===== config.mk =====
export PLATFORM = sky130hd
export DESIGN_NAME = pel_phy_link
export DESIGN_NICKNAME = d
export VERILOG_FILES = /design/src/pel_pkg.sv /design/src/pel_phy_link.sv /design/src/pel_timer.sv
export SDC_FILE = /design/constraint.sdc
export NUM_CORES = 1
export LEC_CHECK = 0
export BUFFER_PORTS_ARGS = -buffer_cell sky130_fd_sc_hd__buf_2
export CAP_MARGIN = 0
export CORE_MARGIN = 2
export CORE_UTILIZATION = 30
export CTS_CLUSTER_SIZE = 30
export DETAILED_ROUTE_END_ITERATION = 8
export PLACE_DENSITY = 0.54
export SYNTH_ARGS = -nofsm -noshare
export SYNTH_HDL_FRONTEND = slang
export SYNTH_SLANG_ARGS = --single-unit

===== constraint.sdc =====
create_clock -name clk -period 12 [get_ports clk]
set_input_delay 1.8 -clock clk [delete_from_list [all_inputs] [get_ports clk]]
set_output_delay 1.8 -clock clk [all_outputs]
set_load 0.01 [all_outputs]

===== src/pel_pkg.sv =====
package pel_pkg;

  // ==========================================================
  // Timing
  localparam int CLK_HZ      = 20_000_000;
  localparam int CLK_PER_MS  = CLK_HZ / 1000;
  localparam int CLK_PER_US  = CLK_HZ / 1_000_000;
  localparam int TMR_W       = 25;
  localparam int HALT_MS     = 1200;
  localparam int HALT_CYC    = HALT_MS * CLK_PER_MS;
  localparam int PULSE_MS    = 16;
  localparam int PULSE_CYC   = PULSE_MS * CLK_PER_MS;
  localparam int LOSS_MS     = 50;
  localparam int LOSS_CYC    = LOSS_MS * CLK_PER_MS;
  localparam int JABBER_MS   = 20;
  localparam int JABBER_CYC  = JABBER_MS * CLK_PER_MS;
  localparam int SOI_NS      = 250;
  localparam int SOI_CYC     = (SOI_NS * CLK_PER_US + 999) / 1000;
  localparam int RX_SOI_NS   = 200;
  localparam int RX_SOI_CYC  = (RX_SOI_NS * CLK_PER_US + 999) / 1000;
  localparam int LINK_PULSES = 3;

  // ==========================================================
  // Register map
  localparam logic [3:0]  OFS_CTRL   = 4'h0;
  localparam logic [3:0]  OFS_ADV    = 4'h4;
  localparam logic [3:0]  OFS_REMOTE = 4'h8;
  localparam logic [3:0]  OFS_STAT   = 4'hc;
  localparam logic [15:0] CTRL_RESET = 16'h0000;
  localparam logic [15:0] ADV_RESET  = 16'h01e1;
  localparam int CB_MAC_NEG  = 0;
  localparam int CB_PHY_NEG  = 1;
  localparam int CB_RESTART  = 2;
  localparam int CB_MAC_SPD  = 3;
  localparam int CB_MAC_DUP  = 4;
  localparam int CB_PHY_SPD  = 5;
  localparam int CB_PHY_DUP  = 6;
  localparam int CB_LINK_DIS = 7;
  localparam int CB_JAB_DIS  = 8;
  localparam int AB_10H      = 5;
  localparam int AB_10F      = 6;
  localparam int AB_100H     = 7;
  localparam int AB_100F     = 8;
  localparam int SB_LINK     = 0;
  localparam int SB_SPEED    = 1;
  localparam int SB_DUPLEX   = 2;
  localparam int SB_DONE     = 3;
  localparam int SB_BAD_ESD  = 4;
  localparam int SB_JABBER   = 5;
  localparam int SB_JAB_NOW  = 6;
  localparam int STAT_W      = 7;

  // ==========================================================
  // Code groups
  localparam logic [4:0] SYM_I = 5'h1f;
  localparam logic [4:0] SYM_T = 5'h0d;
  localparam logic [4:0] SYM_R = 5'h07;

  typedef enum logic [3:0] {
    AN_OFF    = 4'b0001,
    AN_HALT   = 4'b0010,
    AN_DETECT = 4'b0100,
    AN_DONE   = 4'b1000
  } pel_an_state_type;

  typedef struct packed {
    logic        read;
    logic        write;
    logic [3:0]  address;
    logic [31:0] writedata;
  } pel_av_req_type;

  typedef struct packed {
    logic [3:0] rxd;
    logic       dv;
    logic       er;
  } pel_mii_rx_type;

endpackage : pel_pkg


===== src/pel_phy_link.sv =====
// Implementation choices: the register addresses and the Avalon-MM slave port.
`timescale 1ns/10ps
// Function
// - Append T R after last transmit symbol
// - Check symbol pairs during 100M reception
// - T R ends frame, idles substituted
// - I I ends early, error on nibble
// - Premature end sets bad delimiter status
// - 10M start-of-idle pulse after transmit ends
// - 10M missing transitions end reception
// - 10M link pulses sent, received ones pass
// - 100M link from squelch and lock
// - Exchange 16-bit words via pulse bursts
// - Start on enable, link fail, restart
// - Parallel detect plain 10M/100M partner
// - Advertise register, store partner word
// - Priority resolution of common abilities
// - Report negotiated speed and duplex
// - Done flag after start and completion
// - Negotiate only with both enables set
// - Quiet 1200 ms, then fail, renegotiate
// - Fallback speed/duplex from MAC or PHY bits
// - Link disable forces pass, keeps pulses
// - 10M jabber idles, collides, sets status
module pel_phy_link
  import pel_pkg::*;
#(
  parameter int HALT_CYCLES   = pel_pkg::HALT_CYC,
  parameter int PULSE_CYCLES  = pel_pkg::PULSE_CYC,
  parameter int LOSS_CYCLES   = pel_pkg::LOSS_CYC,
  parameter int JABBER_CYCLES = pel_pkg::JABBER_CYC
) (
  input  wire logic                    clk,
  input  wire logic                    sys_rst,
  input  wire logic                    ce,
  input  wire pel_pkg::pel_av_req_type av,
  output logic [31:0]                  av_readdata,
  output logic                         av_waitrequest,
  input  wire logic                    mac_tx_en,
  input  wire logic [3:0]              mac_txd,
  output logic [4:0]                   tx_sym,
  output logic                         tx10_en,
  output logic                         tx_line_en,
  output logic                         start_of_idle_pulse,
  output logic                         normal_link_pulse,
  output logic                         fast_link_pulse_burst,
  output logic [15:0]                  flp_tx_word,
  output logic                         mac_col,
  input  wire logic [4:0]              rx_sym,
  input  wire logic                    rx_sym_valid,
  input  wire logic                    rx_stream_start,
  input  wire logic                    rx10_active,
  input  wire logic                    rx10_transition,
  input  wire logic                    rx_nlp,
  input  wire logic                    rx_flp_valid,
  input  wire logic [15:0]             rx_flp_word,
  input  wire logic                    squelch_ok,
  input  wire logic                    descr_locked,
  output pel_pkg::pel_mii_rx_type      mac_rx,
  output logic                         link_pass,
  output logic                         speed_100,
  output logic                         full_duplex
);
  import pel_pkg::*;

  localparam logic [3:0] SOI_LOAD  = 4'(SOI_CYC);
  localparam logic [3:0] RXQ_LAST  = 4'(RX_SOI_CYC - 1);
  localparam logic [1:0] LINK_CNT  = 2'(LINK_PULSES);

  function automatic logic [4:0] enc(input logic [3:0] n);
    case (n)
      4'h0: enc = 5'h1e;  4'h1: enc = 5'h09;  4'h2: enc = 5'h14;  4'h3: enc = 5'h15;
      4'h4: enc = 5'h0a;  4'h5: enc = 5'h0b;  4'h6: enc = 5'h0e;  4'h7: enc = 5'h0f;
      4'h8: enc = 5'h12;  4'h9: enc = 5'h13;  4'ha: enc = 5'h16;  4'hb: enc = 5'h17;
      4'hc: enc = 5'h1a;  4'hd: enc = 5'h1b;  4'he: enc = 5'h1c;  default: enc = 5'h1d;
    endcase
  endfunction : enc

  function automatic logic [3:0] dec(input logic [4:0] s);
    dec = 4'h0;
    for (int i = 0; i < 16; i++) begin
      if (enc(4'(i)) == s) begin
        dec = 4'(i);
      end
    end
  endfunction : dec

  // ==========================================================
  // Register bus
  logic [15:0]          ctrl_q, adv_q, remote_q;
  logic                 ack_q, restart_q, bad_esd_q, jab_st_q, done_q;
  logic [31:0]          rdata_q, rd_mux;
  logic [STAT_W-1:0]    stat;
  logic                 link_q, jab_q, spd_q, dup_q;
  logic                 req, wr_en, wr_stat, set_bad_esd;

  assign req            = av.read | av.write;
  assign av_waitrequest = req & ~ack_q;
  assign wr_en          = av.write & ack_q;
  assign wr_stat        = wr_en & (av.address == OFS_STAT);
  assign av_readdata    = rdata_q;

  always_comb begin
    stat = '0;
    stat[SB_LINK]    = link_q;
    stat[SB_SPEED]   = spd_q;
    stat[SB_DUPLEX]  = dup_q;
    stat[SB_DONE]    = done_q;
    stat[SB_BAD_ESD] = bad_esd_q;
    stat[SB_JABBER]  = jab_st_q;
    stat[SB_JAB_NOW] = jab_q;
    case (av.address)
      OFS_CTRL:   rd_mux = {16'h0000, ctrl_q};
      OFS_ADV:    rd_mux = {16'h0000, adv_q};
      OFS_REMOTE: rd_mux = {16'h0000, remote_q};
      OFS_STAT:   rd_mux = {25'h0000000, stat};
      default:    rd_mux = 32'h00000000;
    endcase
  end

  always_ff @(posedge clk or posedge sys_rst) begin
    if (sys_rst) begin
      ack_q     <= 1'b0;
      rdata_q   <= 32'h00000000;
      ctrl_q    <= CTRL_RESET;
      adv_q     <= ADV_RESET;
      restart_q <= 1'b0;
    end else if (ce) begin
      ack_q     <= req & ~ack_q;
      restart_q <= 1'b0;
      if (av.read & ~ack_q) begin
        rdata_q <= rd_mux;
      end
      if (wr_en && av.address == OFS_CTRL) begin
        ctrl_q             <= av.writedata[15:0];
        ctrl_q[CB_RESTART] <= 1'b0;
        restart_q          <= av.writedata[CB_RESTART];
      end
      if (wr_en && av.address == OFS_ADV) begin
        adv_q <= av.writedata[15:0];
      end
    end
  end

  // ==========================================================
  // Mode selection
  logic mac_neg, phy_neg, link_dis, jab_dis, an_en, spd100, dup;
  logic neg_spd_q, neg_dup_q;

  assign mac_neg  = ctrl_q[CB_MAC_NEG];
  assign phy_neg  = ctrl_q[CB_PHY_NEG];
  assign link_dis = ctrl_q[CB_LINK_DIS];
  assign jab_dis  = ctrl_q[CB_JAB_DIS];
  assign an_en    = mac_neg & phy_neg & ~link_dis;

  always_comb begin
    if (link_dis | (mac_neg & ~phy_neg)) begin
      spd100 = ctrl_q[CB_PHY_SPD];
      dup    = ctrl_q[CB_PHY_DUP];
    end else if (~mac_neg) begin
      spd100 = ctrl_q[CB_MAC_SPD];
      dup    = ctrl_q[CB_MAC_DUP];
    end else begin
      spd100 = neg_spd_q;
      dup    = neg_dup_q;
    end
  end

  always_ff @(posedge clk or posedge sys_rst) begin
    if (sys_rst) begin
      spd_q <= 1'b0;
      dup_q <= 1'b0;
    end else if (ce) begin
      spd_q <= spd100;
      dup_q <= dup;
    end
  end
  assign speed_100   = spd_q;
  assign full_duplex = dup_q;

  // ==========================================================
  // Negotiation
  pel_an_state_type an_state_q;
  logic an_en_q, link_prev_q, an_start, li_active;
  logic halt_exp, pulse_run, pulse_exp, loss_exp, rx10_seen;
  logic [15:0] common;
  logic detect_ok, res_spd, res_dup, res_ok;

  assign li_active = ~an_en | (an_state_q == AN_DONE);
  assign an_start  = an_en & (~an_en_q | restart_q
                     | (link_prev_q & ~link_q & an_state_q == AN_DONE));
  assign common    = adv_q & rx_flp_word;

  always_comb begin
    res_ok  = 1'b1;
    res_spd = 1'b0;
    res_dup = 1'b0;
    if (common[AB_100F]) begin
      res_spd = 1'b1;
      res_dup = 1'b1;
    end else if (common[AB_100H]) begin
      res_spd = 1'b1;
    end else if (common[AB_10F]) begin
      res_dup = 1'b1;
    end else if (!common[AB_10H]) begin
      res_ok = 1'b0;
    end
  end
  assign detect_ok = (rx_flp_valid & res_ok) | rx_nlp | (squelch_ok & descr_locked);

  pel_timer #(.W(TMR_W), .LOAD(HALT_CYCLES)) u_halt (
    .clk(clk), .sys_rst(sys_rst), .ce(ce), .start(an_start), .running(), .expired(halt_exp));
  pel_timer #(.W(TMR_W), .LOAD(PULSE_CYCLES)) u_pulse (
    .clk(clk), .sys_rst(sys_rst), .ce(ce), .start(~pulse_run), .running(pulse_run), .expired(pulse_exp));
  pel_timer #(.W(TMR_W), .LOAD(LOSS_CYCLES)) u_loss (
    .clk(clk), .sys_rst(sys_rst), .ce(ce), .start(rx10_seen), .running(), .expired(loss_exp));

  always_ff @(posedge clk or posedge sys_rst) begin
    if (sys_rst) begin
      an_state_q <= AN_OFF;
    end else if (ce) begin
      if (~an_en) begin
        an_state_q <= AN_OFF;
      end else if (an_start) begin
        an_state_q <= AN_HALT;
      end else begin
        case (an_state_q)
          AN_HALT:   if (halt_exp) an_state_q <= AN_DETECT;
          AN_DETECT: if (detect_ok) an_state_q <= AN_DONE;
          AN_OFF:    an_state_q <= AN_OFF;
          AN_DONE:   an_state_q <= AN_DONE;
          default:   an_state_q <= AN_OFF;
        endcase
      end
    end
  end

  always_ff @(posedge clk or posedge sys_rst) begin
    if (sys_rst) begin
      an_en_q   <= 1'b0;
      done_q    <= 1'b0;
      remote_q  <= 16'h0000;
      neg_spd_q <= 1'b0;
      neg_dup_q <= 1'b0;
    end else if (ce) begin
      an_en_q <= an_en;
      if (~an_en | an_start) begin
        done_q <= 1'b0;
      end else if (an_state_q == AN_DETECT && detect_ok) begin
        done_q <= 1'b1;
        if (rx_flp_valid & res_ok) begin
          remote_q  <= rx_flp_word;
          neg_spd_q <= res_spd;
          neg_dup_q <= res_dup;
        end else begin
          neg_spd_q <= ~rx_nlp;
          neg_dup_q <= 1'b0;
        end
      end
    end
  end

  // ==========================================================
  // Link integrity and pulses
  logic [1:0] nlp_cnt_q;
  logic       nlp_q, flp_q;

  assign rx10_seen = rx_nlp | rx10_active;

  always_ff @(posedge clk or posedge sys_rst) begin
    if (sys_rst) begin
      link_q      <= 1'b0;
      link_prev_q <= 1'b0;
      nlp_cnt_q   <= 2'b00;
    end else if (ce) begin
      link_prev_q <= link_q;
      if (~li_active | loss_exp) begin
        nlp_cnt_q <= 2'b00;
      end else if (rx_nlp && nlp_cnt_q != LINK_CNT) begin
        nlp_cnt_q <= nlp_cnt_q + 2'b01;
      end
      if (link_dis) begin
        link_q <= 1'b1;
      end else if (~li_active) begin
        link_q <= 1'b0;
      end else if (spd100) begin
        link_q <= squelch_ok & descr_locked;
      end else if (loss_exp) begin
        link_q <= 1'b0;
      end else if (nlp_cnt_q == LINK_CNT) begin
        link_q <= 1'b1;
      end
    end
  end
  assign link_pass = link_q;

  always_ff @(posedge clk or posedge sys_rst) begin
    if (sys_rst) begin
      nlp_q <= 1'b0;
      flp_q <= 1'b0;
    end else if (ce) begin
      nlp_q <= pulse_exp & ~spd100 & li_active & ~mac_tx_en;
      flp_q <= pulse_exp & (an_state_q == AN_DETECT);
    end
  end
  assign normal_link_pulse     = nlp_q;
  assign fast_link_pulse_burst = flp_q;
  assign flp_tx_word           = adv_q;
  assign tx_line_en            = (an_state_q != AN_HALT);

  // ==========================================================
  // Transmit: delimiter, start of idle, jabber
  logic [4:0]       tx_sym_q;
  logic             tx_en_q, r_pend_q, soi_q, tx10_q;
  logic [3:0]       soi_cnt_q;
  logic [TMR_W-1:0] jab_cnt_q;
  logic             jab_act;

  assign jab_act = mac_tx_en & ~spd100 & ~jab_dis;

  always_ff @(posedge clk or posedge sys_rst) begin
    if (sys_rst) begin
      jab_cnt_q <= '0;
      jab_q     <= 1'b0;
      jab_st_q  <= 1'b0;
    end else if (ce) begin
      if (~jab_act) begin
        jab_cnt_q <= '0;
        jab_q     <= 1'b0;
      end else if (jab_cnt_q == TMR_W'(JABBER_CYCLES - 1)) begin
        jab_q <= 1'b1;
      end else begin
        jab_cnt_q <= jab_cnt_q + 1'b1;
      end
      jab_st_q <= (jab_act & jab_q) | (jab_st_q & ~(wr_stat & av.writedata[SB_JABBER]));
    end
  end
  assign mac_col = jab_q;

  always_ff @(posedge clk or posedge sys_rst) begin
    if (sys_rst) begin
      tx_sym_q <= SYM_I;
      tx_en_q  <= 1'b0;
      r_pend_q <= 1'b0;
      tx10_q   <= 1'b0;
    end else if (ce) begin
      tx_en_q <= mac_tx_en;
      tx10_q  <= mac_tx_en & ~spd100 & ~jab_q & tx_line_en;
      if (~spd100 | ~tx_line_en) begin
        tx_sym_q <= SYM_I;
        r_pend_q <= 1'b0;
      end else if (mac_tx_en) begin
        tx_sym_q <= enc(mac_txd);
        r_pend_q <= 1'b0;
      end else if (tx_en_q) begin
        tx_sym_q <= SYM_T;
        r_pend_q <= 1'b1;
      end else if (r_pend_q) begin
        tx_sym_q <= SYM_R;
        r_pend_q <= 1'b0;
      end else begin
        tx_sym_q <= SYM_I;
      end
    end
  end
  assign tx_sym  = tx_sym_q;
  assign tx10_en = tx10_q;

  always_ff @(posedge clk or posedge sys_rst) begin
    if (sys_rst) begin
      soi_cnt_q <= 4'h0;
      soi_q     <= 1'b0;
    end else if (ce) begin
      if (~spd100 & tx_en_q & ~mac_tx_en & ~jab_q & tx_line_en) begin
        soi_cnt_q <= SOI_LOAD;
        soi_q     <= 1'b1;
      end else if (soi_cnt_q != 4'h0) begin
        soi_cnt_q <= soi_cnt_q - 4'h1;
        soi_q     <= (soi_cnt_q != 4'h1);
      end
    end
  end
  assign start_of_idle_pulse = soi_q;

  // ==========================================================
  // Receive: delimiter check and start of idle detection
  logic [4:0]     prev_sym_q;
  logic           rx_in_q, prime_q, rx10_q, rx10_block_q;
  logic [3:0]     quiet_q;
  logic [9:0]     grp;
  logic           chk;
  pel_mii_rx_type mac_rx_q;

  assign grp = {prev_sym_q, rx_sym};
  assign chk = spd100 & rx_sym_valid & rx_in_q & ~prime_q & ~rx_stream_start;
  assign set_bad_esd = chk & (grp == {SYM_I, SYM_I});

  always_ff @(posedge clk or posedge sys_rst) begin
    if (sys_rst) begin
      prev_sym_q <= SYM_I;
      rx_in_q    <= 1'b0;
      prime_q    <= 1'b0;
      bad_esd_q  <= 1'b0;
      mac_rx_q   <= '0;
    end else if (ce) begin
      bad_esd_q <= set_bad_esd | (bad_esd_q & ~(wr_stat & av.writedata[SB_BAD_ESD]));
      if (rx_sym_valid) begin
        prev_sym_q <= rx_sym;
      end
      if (~spd100) begin
        rx_in_q  <= 1'b0;
        mac_rx_q <= '{rxd: 4'h0, dv: rx10_q, er: 1'b0};
      end else if (rx_stream_start) begin
        rx_in_q  <= 1'b1;
        prime_q  <= 1'b1;
        mac_rx_q <= '0;
      end else if (rx_sym_valid & rx_in_q & prime_q) begin
        prime_q <= 1'b0;
      end else if (chk && grp == {SYM_T, SYM_R}) begin
        rx_in_q  <= 1'b0;
        mac_rx_q <= '0;
      end else if (set_bad_esd) begin
        rx_in_q  <= 1'b0;
        mac_rx_q <= '{rxd: 4'h0, dv: 1'b1, er: 1'b1};
      end else if (chk) begin
        mac_rx_q <= '{rxd: dec(prev_sym_q), dv: 1'b1, er: 1'b0};
      end else if (~rx_in_q) begin
        mac_rx_q <= '0;
      end
    end
  end
  assign mac_rx = mac_rx_q;

  always_ff @(posedge clk or posedge sys_rst) begin
    if (sys_rst) begin
      rx10_q       <= 1'b0;
      rx10_block_q <= 1'b0;
      quiet_q      <= 4'h0;
    end else if (ce) begin
      if (~rx10_active | spd100) begin
        rx10_q       <= 1'b0;
        rx10_block_q <= 1'b0;
        quiet_q      <= 4'h0;
      end else if (~rx10_q & ~rx10_block_q) begin
        rx10_q  <= 1'b1;
        quiet_q <= 4'h0;
      end else if (rx10_q & rx10_transition) begin
        quiet_q <= 4'h0;
      end else if (rx10_q && quiet_q == RXQ_LAST) begin
        rx10_q       <= 1'b0;
        rx10_block_q <= 1'b1;
      end else if (rx10_q) begin
        quiet_q <= quiet_q + 4'h1;
      end
    end
  end
endmodule : pel_phy_link


===== src/pel_timer.sv =====
`timescale 1ns/10ps
// One-shot down counter; expired pulses LOAD cycles after start
module pel_timer #(
  parameter int W    = pel_pkg::TMR_W,
  parameter int LOAD = 1
) (
  input  wire logic clk,
  input  wire logic sys_rst,
  input  wire logic ce,
  input  wire logic start,
  output logic      running,
  output logic      expired
);
  logic [W-1:0] cnt_q;
  logic         run_q;
  logic         exp_q;

  always_ff @(posedge clk or posedge sys_rst) begin
    if (sys_rst) begin
      cnt_q <= '0;
      run_q <= 1'b0;
      exp_q <= 1'b0;
    end else if (ce) begin
      exp_q <= 1'b0;
      if (start) begin
        cnt_q <= W'(LOAD - 1);
        run_q <= 1'b1;
      end else if (run_q) begin
        if (cnt_q == '0) begin
          run_q <= 1'b0;
          exp_q <= 1'b1;
        end else begin
          cnt_q <= cnt_q - 1'b1;
        end
      end
    end
  end

  assign running = run_q;
  assign expired = exp_q;
endmodule : pel_timer


== Word-level counts from Yosys, hierarchy flattened ==
Memory sizes are Yosys's and may differ from the RTL's.
Cells that the tools add are included.

* Output and inout port bits: 69
* Memories kept: 1
* Memory bits (writable): 0
* Logic and storage cells: 431
* Input bits: 75
* Bits in read-only memories: 80
* Latch bits: 0
* Register bits: 238

{| class="wikitable"
|+ Memories
! name !! depth !! bits a word !! rd ports !! clocked after Yosys merged registers in !! wr ports !! RTL line !! RTL
|-
| (no name shown) || 16 || 5 || 1 || 0 || 0 || pel_phy_link.sv:71 || <nowiki>case (n)</nowiki>
|}

* Multiplexer cells: 217
* Reductions and logical operators: 42
* Equal/unequal tests: 44
* Add/subtract/negate cells: 7
* Shift operators: 0
* Magnitude comparators: 0
* Multiply operators: 0
* Bitwise gates (word level): 74
* Divide/modulo/power cells: 0

{| class="wikitable"
|+ Operators by type and width
! operator !! count
|-
| 2-to-1 mux 5 bit || 109
|-
| 2-to-1 mux 25 bit || 10
|-
| 2-to-1 mux 4 bit || 25
|-
| equality test 5 bit || 15
|-
| logical NOT 25 bit || 3
|-
| subtractor 25 x 1 -> 25 bit, second input constant || 3
|-
| one-hot mux 16 bit (4 select lines) || 1
|-
| 2-to-1 mux 1 bit || 62
|-
| 2-to-1 mux 6 bit || 7
|-
| bitwise AND 1 bit || 38
|-
| AND reduction 3 bit || 9
|-
| adder 25 x 1 -> 25 bit, second input constant || 1
|-
| equality test 25 x 19 -> 1 bit, second input constant || 1
|-
| AND reduction 2 bit || 11
|-
| inverter 1 bit || 21
|-
| inequality test 2 bit, second input constant || 7
|-
| bitwise OR 1 bit || 14
|-
| nonzero test 2 bit || 7
|-
| equality test 4 bit, second input constant || 3
|-
| one-hot mux 4 bit (3 select lines) || 1
|-
| equality test 10 bit, second input constant || 1
|-
| equality test 10 x 9 -> 1 bit, second input constant || 1
|-
| bitwise AND 9 bit || 1
|-
| equality test 4 x 2 -> 1 bit, second input constant || 2
|-
| other kinds (19) || 31
|}

== Longest topological paths before layout ==
Gate-level depths: netlist of run 1.

* Depth after elaboration: 37
* Gate-level depth with buffers: 9
* Mapped depth without buffers: 7

== By module ==
From an unflattened synthesis of run 1, not the netlist that was laid out.

* Cells, all modules: 1165
* Area total of the unflattened synthesis: 11902.7 µm²

{| class="wikitable"
|+ By module, submodules not included
! module !! seq. area each (µm²) !! cells an instance !! instances !! area an instance (µm²)
|-
| pel_phy_link || 3548.4 || 676 || 1 || 7240.7
|-
| pel_timer at u_pulse || 675.6 || 167 || 1 || 1607.8
|-
| pel_timer at u_loss || 675.6 || 160 || 1 || 1559.0
|-
| pel_timer at u_halt || 675.6 || 162 || 1 || 1495.2
|}

== Least setup slack after synthesis of run 1 ==
OpenSTA, ideal clock, no wires.

* Path kind: input-to-output
* Start: input port av[36] (netlist name)
* End: output port av_waitrequest
* Required time: 10200 ps
* Cell stages on the path: 2
* Path slack: 8194 ps
* Path buffers: 0
* Data arrival time: 2006 ps
* Cell sequence: nor2_1 > nor2_1

* Word-level cells in the longest chain between the ends: 2

{| class="wikitable"
|+ Ends and longest elaborated chain
! what !! RTL line !! RTL
|-
| start: declaration || pel_phy_link.sv:36 || <nowiki>input wire pel_pkg::pel_av_req_type av,</nowiki>
|-
| bitwise OR 1 bit || pel_phy_link.sv:97 || <nowiki>assign req = av.read | av.write;</nowiki>
|-
| bitwise AND 1 bit || pel_phy_link.sv:98 || <nowiki>assign av_waitrequest = req & ~ack_q;</nowiki>
|-
| end: declaration || pel_phy_link.sv:38 || <nowiki>output logic av_waitrequest,</nowiki>
|}

Every way passes these cells.

== Worst setup path after layout of run 1 ==
Ends and elaborated chain as after synthesis.

==> results.md, run 1 <==
- Placed Area: 0.0124 sq mm
- Clk_lat worst skew: 0.52 ns
- Placer Congestion: 0.783
- Critical path's slowest cell: buf_2
- Slew of the pin with the lowest slew margin: 1.18 ns
- DRT iter0 DRCs: 571
- Antenna violations before repair: 1
- Final nets: 1329
- Number of global-route vias before repair: 8852
- Setup slack at placement: 7.73 ns
- Setup TNS: 0 ns
- Post-synth top cells: 206 x dfrtp_1, 99 x nand2_1, 83 x nor2_1, 71 x o21ai_0, 68 x a21oi_1
- Initial core utilization: 0.303
- Final wirelength: 29.2 mm
- Fin. Hold Viols: 0
- Mapped Avg Cell Area: 9.90 sq um
- Final Util: 0.356
- CTS H-tree depth: 1
- PD cells: 160 mW/mm^2
- Max Fanout on Critical Path: 3
- DRC Markers: 0
- Status: completed
- Dpl cells: 1728
- CP Launch Point: av[36]
- Final Non-Filler Cells: 1777
- Avg WL per Cell: 16.4 um
- Rel. slew slack: 0.211
- Predominant post-synthesis flop cell: dfrtp_1
- Bufs and invs on worst path: 2
- CP cell instances: buf_2 -> nor2_1 -> nor2_1 -> buf_2
- Row count: 71
- Flops & latches, synth: 222
- Reg area: 0.00558 sq mm
- Via/cell ratio: 5.15
- Max Root-Sink Buffers: 3
- Peak supply drop: 0.112 mV
- CTS resizes: 0
- CTS tree: built
- YS warnings: 0
- Final Max Slew Viols: 0
- IO Count: 144
- Syn-to-layout area delta: 17.3%
- Max Fclk: 0.250 GHz
- Share of layout cells above drive strength 1: 0.210
- Detailed placement HPWL: 19.9 mm
- Min Tclk post-route: 4.01 ns
- GR Util All Layers: 0.149
- Netlist area before placement: 0.0113 sq mm
- Share of the synthesized area in the top cell type: 0.455
- Clk sinks: 222
- Worst Path Arrival: 2.21 ns
- Port buffer count: 111
- Period utilization: 0.334
- Top post-synthesis cells by area: dfrtp_1 45%, mux2_2 5.8%, dfstp_2 3.7%, nand2_1 3.3%, o21ai_0 3.1%
- Cts hold-fix bufs: 0
- Seq/Total Area, Yosys: 0.492
- Post-synth EDFFs: 0
- Vias: 9151
- Finished Cell Area: 0.0133 sq mm
- Antenna Nets Post-Route: 0
- Fillers: 3835
- Post-route setup slack: 7.99 ns
- Die width: 198 um
- Setup Viol. Count Final: 0
- Worst Setup End Kind: output port
- FF-to-FF Start: u_loss.cnt_q[8]
- Total CTS buffers: 26
- Die height: 198 um
- Worst path required time: 10.20 ns
- Leading area contributor after synthesis: dfrtp_1
- Final Skew: 0.00826 ns
- Maxcap violations: 0
- Clk root buf: clkbuf_16
- Synth Instances: 1145
- # Post-CTS Setup Buffers: 0
- CP max stage delay: 0.14 ns
- Die area: 0.0393 sq mm
- Lkg Pwr: 5.63 nW
- Hold crit path type: reg2reg
- Total power: 2.12 mW
- Worst-path clk slew: 0.06 ns
- Most frequent cell after synthesis: dfrtp_1
- Drt pass-1 iters: 5
- Synth async-reset ratio: 1.00
- Distinct cell type count after synthesis: 70
- Startpoint Class: input pin
- HP Start: av_readdata[11]
- Largest net degree at the start of global routing: 109
- Area of the multi-input gates: 0.00535 sq mm
- RSZ-0062 raised after global routing: no
- Core ar.: 0.0374 sq mm
- Top Family by Delay on Critical Path: buffers and inverters
- Min Hold Slack: 0.486 ns
- WS Path Type: in2out
- First-pass GRT wire length: 47.9 mm
- Gr ovfl total: 0
[area by class of cell]
| cell class | count | area share |
|---|---|---|
| diodes | 1 | 0.000188 |
| clock buffers | 43 | 0.0629 |
| clock inverters | 5 | 0.00565 |
| inverters | 39 | 0.0116 |
| multi-input cells | 830 | 0.402 |
| flip-flops and latches | 222 | 0.419 |
| well taps | 511 | 0.0481 |
| repair buffers | 126 | 0.0502 |
[layer usage]
layer,up-vias,track usage,part of all wire
met3,33,0.0221,0.044
met5,-,0,0
met2,170,0.246,0.47
met4,0,0.0387,0.016
met1,4541,0.204,0.47
li1,4407,-,-
[cell usage in the layout (no fill, tap or decap), types with 17 or more instances in the layout]
master | synthesis | routed
a21oi_1 | 68 | 68
or4_1 | 31 | 31
a22o_1 | 23 | 23
dfrtp_1 | 206 | 206
or3_1 | 39 | 39
xor2_1 | 24 | 24
nand2_1 | 99 | 99
nor3_1 | 21 | 21
nand4_1 | 17 | 17
nor4_1 | 24 | 23
o21ai_0 | 71 | 71
nand3_1 | 36 | 36
clkbuf_16 | 0 | 27
nor2_1 | 83 | 83
mux2_2 | 58 | 58
buf_2 | 3 | 111
o31ai_1 | 24 | 24
inv_1 | 39 | 38
[worst register-to-register path, delay by kind of cell, from the launching register on]
kind / cells / cell delay, ns
compound gates: 2 / 0.83
flops: 1 / 0.41
simple gates: 3 / 1.52
[cell families (layout without fill, tap and decap cells)]
logic type               after synthesis  after routing  share of synthesized area
AND/OR/NAND/NOR                      433            433                      0.206
AO/OA/AOI/OAI                        273            273                      0.159
flip-flops                           222            222                      0.492
buffers and inverters                108            213                     0.0427
multiplexers                          64             64                     0.0629
XOR/XNOR                              35             35                     0.0271
adder cells (fa/ha/maj)                9              9                    0.00994
other                                  1             17                   0.000331
[power by group]
part / internal, mW / switching, mW
Clock: 0.515 / 0.311
Sequential: 0.855 / 0.102
Combinational: 0.145 / 0.196
[sequential cells by signal (all words and copies together) (netlist names), 2 cells and up]
register,flops
an_state_q,4
av_readdata,16
ctrl_q,15
flp_tx_word,16
jab_cnt_q,25
mac_rx,6
nlp_cnt_q,2
prev_sym_q,5
quiet_q,4
remote_q,16
soi_cnt_q,4
tx_sym,5
u_halt.cnt_q,25
u_loss.cnt_q,25
u_pulse.cnt_q,25
[worst paths after layout]
| check | end | slack, ns | depth (start not counted) |
|---|---|---|---|
| min | av_readdata[11] | 0.49 | 2 |
| min reg2reg | av_readdata[11] | 0.49 | 2 |
| min in group asynchronous | r_pend_q | 1.41 | 2 |
| max in group asynchronous | ctrl_q[12] | 9.25 | 3 |
| max | av_waitrequest | 7.99 | 4 |
| max reg2reg | u_loss.cnt_q[10] | 9.07 | 5 |
(Power assumes the default switching activity.)
==> inputs of run 2 (changes only) <==
--- a/config.mk
+++ b/config.mk
@@ -5,13 +5,14 @@
 export SDC_FILE = /design/constraint.sdc
 export NUM_CORES = 1
 export LEC_CHECK = 0
+export ABC_AREA = 1
 export BUFFER_PORTS_ARGS = -buffer_cell sky130_fd_sc_hd__buf_2
 export CAP_MARGIN = 0
 export CORE_MARGIN = 2
 export CORE_UTILIZATION = 30
 export CTS_CLUSTER_SIZE = 30
 export DETAILED_ROUTE_END_ITERATION = 8
-export PLACE_DENSITY = 0.54
+export PLACE_DENSITY = 0.55
 export SYNTH_ARGS = -nofsm -noshare
 export SYNTH_HDL_FRONTEND = slang
 export SYNTH_SLANG_ARGS = --single-unit
==> constraint.sdc (replaced) <==
create_clock -name clk -period 3.5 [get_ports clk]
set_input_delay 0.525 -clock clk [delete_from_list [all_inputs] [get_ports clk]]
set_output_delay 0.525 -clock clk [all_outputs]
set_load 0.01 [all_outputs]
==> results.md, run 2 <==
- Status: completed
- Max Fanout on Critical Path: 33
- Min Hold Slack: 0.221 ns
- Hold path depth: 3
- Clk pwr share: 0.359
- Dpl cells: 2530
- Detailed placement HPWL: 25.1 mm
- Min Tclk post-route: 2.43 ns
- HP Start: rx_flp_word[2]
- Rel. slew slack: 0.307
- Final wirelength: 35.0 mm
- PD cells: 532 mW/mm^2
- Antenna violations before repair: 0
- Final Max Slew Viols: 0
- WS Path Type: reg2reg
- Core ar.: 0.0440 sq mm
- Largest net degree at the start of global routing: 90
- GR Util All Layers: 0.153
- Top post-synthesis cells by area: dfrtp_1 39%, nand2_1 17%, nor2_1 7.0%, nand3_1 6.4%, inv_1 5.0%
- Avg WL per Cell: 13.6 um
- Distinct cell type count after synthesis: 50
- Setup TNS: 0 ns
- Final Non-Filler Cells: 2579
- Worst path required time: 3.93 ns
- Seq/Total Area, Yosys: 0.419
- Total CTS buffers: 26
- Final Skew: 0.0202 ns
- CTS H-tree depth: 1
- Flops & latches, synth: 222
- Share of layout cells above drive strength 1: 0.146
- Hold Path End: remote_q[2]
- Maxcap violations: 0
- IO Count: 144
- First-pass GRT wire length: 58.9 mm
- Predominant post-synthesis flop cell: dfrtp_1
- Gr ovfl total: 0
- Worst Setup End Kind: flop
- YS warnings: 0
- CTS tree: built
- Max Root-Sink Buffers: 3
- Net Switching: 2.79 mW
- Fin. Hold Viols: 0
- DRT iter0 DRCs: 934
- Number of global-route vias before repair: 11358
- Clk_lat worst skew: 0.55 ns
- Lkg Pwr: 7.61 nW
- Port buffer count: 111
- Antenna Nets Post-Route: 0
- Clk sinks: 222
- Mapped Avg Cell Area: 7.14 sq um
- RSZ-0062 raised after global routing: no
- Most frequent cells in the layout: 619 x nand2_1, 248 x nor2_1, 206 x dfrtp_1
- Initial core utilization: 0.302
- Most frequent cell after synthesis: nand2_1
- Sw frac: 0.342
- Die area: 0.0460 sq mm
- Slew of the pin with the lowest slew margin: 1.04 ns
- Syn-to-layout area delta: 15.2%
- N_diodes: 0
- Peak supply drop: 0.333 mV
- Leading cell type in the layout, fill and taps excluded: nand2_1
- Placer Congestion: 0.890
- Reg2Reg Depth: 11
- Drt pass-1 iters: 5
- Post-route setup slack: 1.07 ns
- Hold crit path type: in2reg
- Clk root buf: clkbuf_16
- Setup slack at placement: 1.02 ns
- Row count: 77
- Vias: 12059
- Leading area contributor after synthesis: dfrtp_1
- Worst Path Arrival: 2.86 ns
- FF-to-FF End: u_halt.cnt_q[21]
- Sequential share of power: 0.394
- Synth Instances: 1862
- Post-synth top cells: 619 x nand2_1, 248 x nor2_1, 206 x dfrtp_1, 177 x inv_1, 171 x nand3_1
- Reg2reg setup slack: 1.07 ns
- Final nets: 2051
- Via/cell ratio: 4.68
- Die width: 215 um
- FF-to-FF Start: u_halt.cnt_q[0]
- Synth async-reset ratio: 1.00
- Max Fclk: 0.411 GHz
- Setup Viol. Count Final: 0
- DRC Markers: 0
- Cell Int Power: 5.36 mW
- Die height: 215 um
- Combinational share of power: 0.247
- Post-synth EDFFs: 0
- Period utilization: 0.695
- Worst-path clk slew: 0.06 ns
- Startpoint Class: flop
- CTS resizes: 0
- Share of the synthesized area in the top cell type: 0.388
- Netlist area before placement: 0.0133 sq mm
-- run 2: worst max-delay path by stage --
stage                    startpoint                to
floorplan                   sys_rst             ack_q
global placement    u_halt.cnt_q[0]  u_halt.cnt_q[19]
detailed placement           av[33]   flp_tx_word[10]
CTS                 u_halt.cnt_q[0]  u_halt.cnt_q[24]
global route        u_halt.cnt_q[0]  u_halt.cnt_q[22]
finish              u_halt.cnt_q[0]  u_halt.cnt_q[21]
-- run 2: stage by stage --
stage | utilization | area (sq um) | total power [mW]
final | 0.348 | 15300 | 8.14
after global routing | 0.348 | 15300 | 8.73
after CTS | 0.348 | 15300 | 8.26
after detailed placement | 0.326 | 14400 | 5.27
after global placement | 0.326 | 14400 | 5.24
after floorplan | - | 13400 | 4.73
-- run 2: logic make-up after synthesis --
group,Yosys count,synth area share
other,1,0.000282
multiplexers,8,0.00678
XOR/XNOR,37,0.0244
AO/OA/AOI/OAI,194,0.0871
adder cells (fa/ha/maj),9,0.00847
buffers and inverters,249,0.0844
AND/OR/NAND/NOR,1142,0.369
flip-flops,222,0.419
-- run 2: critical path, cell delays in order, from the launching register on --
cell	delay (ns)
dfrtp_1	0.40
inv_1	0.17
ha_1	0.35
nand2_1	0.11
nor2_2	0.19
nand2_1	0.08
nor2_1	0.12
nand3_2	0.11
nand2_4	0.21
nand2_4	0.30
nand2_1	0.19
o21ai_2	0.06
-- run 2: cell type report --
class / instances / area, sq um
Clock buffer: 33 / 737
Tap cell: 592 / 741
Timing Repair Buffer: 127 / 716
Fill cell: 4673 / 28700
Sequential cell: 222 / 5580
Clock inverter: 15 / 196
Multi-Input combinational cell: 1406 / 6660
Inverter: 184 / 697
-- run 2: what timing repair did --
| item | CTS | global route |
|---|---|---|
| endpoints found under the setup margin | 0 | 0 |
| setup buffers | 0 | 0 |
| hold buffers | 1 | 0 |
| hold endpoints to repair | 11 | 0 |
-- run 2: power groups by stage --
stage | sequential, mW | clock [mW] | combinational, mW
4_1_cts | 3.21 | 3.03 | 2.03
2_1_floorplan | 3.19 | 0 | 1.54
3_3_place_gp | 3.24 | 0 | 1.99
6_report | 3.21 | 2.92 | 2.01
3_5_place_dp | 3.24 | 0 | 2.03
5_1_grt | 3.26 | 3.14 | 2.33
-- run 2: metal layers --
| layer | up-vias | track usage | routed length, um |
|---|---|---|---|
| li1 | 6129 | - | - |
| met1 | 5661 | 0.219 | 17300 |
| met2 | 232 | 0.244 | 15500 |
| met3 | 37 | 0.0227 | 1470 |
| met4 | 0 | 0.0333 | 682 |
| met5 | - | 0 | 0 |
==> inputs of run 3 (changes only) <==
--- a/config.mk
+++ b/config.mk
@@ -5,14 +5,14 @@
 export SDC_FILE = /design/constraint.sdc
 export NUM_CORES = 1
 export LEC_CHECK = 0
-export ABC_AREA = 1
+export ABC_AREA = 0
 export BUFFER_PORTS_ARGS = -buffer_cell sky130_fd_sc_hd__buf_2
 export CAP_MARGIN = 0
 export CORE_MARGIN = 2
 export CORE_UTILIZATION = 30
 export CTS_CLUSTER_SIZE = 30
 export DETAILED_ROUTE_END_ITERATION = 8
-export PLACE_DENSITY = 0.55
+export PLACE_DENSITY = 0.56
 export SYNTH_ARGS = -nofsm -noshare
 export SYNTH_HDL_FRONTEND = slang
 export SYNTH_SLANG_ARGS = --single-unit
==> constraint.sdc (replaced) <==
create_clock -name clk -period 2.1 [get_ports clk]
set_input_delay 0.315 -clock clk [delete_from_list [all_inputs] [get_ports clk]]
set_output_delay 0.315 -clock clk [all_outputs]
set_load 0.01 [all_outputs]
==> results.md, run 3 (synthesized netlist as in run 1, its figures left out) <==
- Reg2Reg Depth: 7
- Worst Path Arrival: 2.71 ns
- Hold path depth: 2
- Syn-to-layout area delta: 34.1%
- Sequential share of power: 0.429
- Fin. Hold Viols: 0
- PD cells: 833 mW/mm^2
- IO Count: 144
- Min Tclk post-route: 2.32 ns
- Fillers: 3691
- Final nets: 1504
- RSZ-0062 raised after global routing: yes
- Total CTS buffers: 26
- Hold Path End: remote_q[2]
- Largest net degree at the start of global routing: 86
- Initial core utilization: 0.303
- Reg2reg setup slack: -0.22 ns
- Number of global-route vias before repair: 9739
- Clk sinks: 222
- Period utilization: 1.10
- Max Root-Sink Buffers: 3
- Port buffer count: 111
- Die height: 198 um
- Rel. slew slack: 0.604
- CTS H-tree depth: 1
- Clk root buf: clkbuf_16
- Final Skew: 0.0202 ns
- Antenna Nets Post-Route: 0
- Setup Viol. Count Final: 32
- Final Max Slew Viols: 0
- Cell Int Power: 8.88 mW
- Max Fclk: 0.432 GHz
- CTS tree: built
- Finished Cell Area: 0.0152 sq mm
- Worst-path clk slew: 0.06 ns
- HP Start: rx_flp_word[2]
- GR Util All Layers: 0.160
- FF-to-FF Start: u_halt.cnt_q[0]
- DRT iter0 DRCs: 586
- Share of layout cells above drive strength 1: 0.356
- Max Fanout on Critical Path: 2
- Clk pwr share: 0.354
- Post-route setup slack: -0.216 ns
- Startpoint Class: flop
- Min Hold Slack: 0.0199 ns
- Lkg Pwr: 6.56 nW
- Most frequent cells in the layout: 202 x dfrtp_1, 163 x buf_4, 111 x buf_2
- Placer Congestion: 0.795
- Clk_lat worst skew: 0.53 ns
- Failing checks: negative setup slack
- Antenna violations before repair: 1
- Worst Setup End Kind: flop
- Core ar.: 0.0374 sq mm
- WS Path Type: reg2reg
- Peak supply drop: 0.496 mV
- Worst path required time: 2.49 ns
- Slew of the pin with the lowest slew margin: 0.594 ns
- Maxcap violations: 0
- Vias: 9793
- DRC Markers: 0
- Row count: 71
- Final wirelength: 31.6 mm
- Combinational share of power: 0.216
- Detailed placement HPWL: 22.1 mm
- Net Switching: 3.78 mW
- First-pass GRT wire length: 51.5 mm
- Via/cell ratio: 5.02
- Placed Area: 0.0136 sq mm
- Drt pass-1 iters: 5
- Avg WL per Cell: 16.2 um
- Die area: 0.0393 sq mm
- FF-to-FF End: u_halt.cnt_q[4]
- Status: finished, violations left
- Final Util: 0.406
- Hold crit path type: in2reg
- Gr ovfl total: 0
- Sw frac: 0.299
- Final Non-Filler Cells: 1952
- Leading cell type in the layout, fill and taps excluded: dfrtp_1
- Dpl cells: 1873
- Die width: 198 um
-- run 3: layer usage --
metal  routed length [um]  share of wire  track usage
met1                14500           0.46        0.218
met4                  495          0.016       0.0423
met3                  973          0.031       0.0187
met5                    0              0            0
met2                15500           0.49        0.268
-- run 3: metrics by stage --
step	setup slack, ns	setup TNS (ns)	total power, mW
4_1_cts	-0.191	-2.05	12.6
6_report	-0.216	-2.42	12.7
2_1_floorplan	-1.10	-233.90	6.81
3_5_place_dp	-0.220	-2.91	7.98
3_3_place_gp	-0.203	-1.81	7.91
5_1_grt	-0.290	-5.36	13.3
-- run 3: area by class of cell --
| cell class | count | area (sq um) | area share |
|---|---|---|---|
| diodes | 1 | 2.50 | 0.000165 |
| clock buffers | 39 | 811 | 0.0534 |
| clock inverters | 9 | 55.1 | 0.00362 |
| inverters | 39 | 150 | 0.00988 |
| multi-input cells | 830 | 5830 | 0.384 |
| flip-flops and latches | 222 | 5580 | 0.367 |
| well taps | 511 | 639 | 0.0421 |
| repair buffers | 301 | 2130 | 0.140 |
-- run 3: repair_timing --
| action | 4_1_cts | 5_1_grt |
|---|---|---|
| hold endpoints to repair | 13 | 0 |
| hold buffers | 7 | 0 |
| buffers inserted | 10 | 11 |
| gates resized for setup | 32 | 73 |
| pin swaps | 28 | 31 |
| endpoints found under the setup margin | 44 | 76 |
| cloned | 0 | 2 |
-- run 3: power by group through the flow --
stage	logic (mW)	clock network [mW]	registers (mW)
6_report	2.74	4.49	5.43
5_1_grt	3.04	4.79	5.51
4_1_cts	2.61	4.63	5.39
3_5_place_dp	2.53	0	5.45
3_3_place_gp	2.48	0	5.43
2_1_floorplan	1.40	0	5.42
-- run 3: critical path, stage by stage (launching register included) --
cell	delay, ns
dfrtp_1	0.39
inv_2	0.09
ha_4	0.13
or4b_4	0.46
or4_4	0.45
o211ai_1	0.26
nor3_1	0.08
or3b_1	0.35
-- run 3: worst max path at each step --
stage | start | endpoint | slack [ns] | cells after the start
finish | u_halt.cnt_q[0] | u_halt.cnt_q[4] | -0.22 | 7
global route | u_halt.cnt_q[1] | u_halt.cnt_q[4] | -0.29 | 7
CTS | u_loss.cnt_q[12] | u_loss.cnt_q[22] | -0.19 | 5
detailed placement | u_loss.cnt_q[3] | u_loss.cnt_q[22] | -0.22 | 5
global placement | u_loss.cnt_q[3] | u_loss.cnt_q[22] | -0.20 | 5
floorplan | sys_rst | ack_q | -1.10 | 1
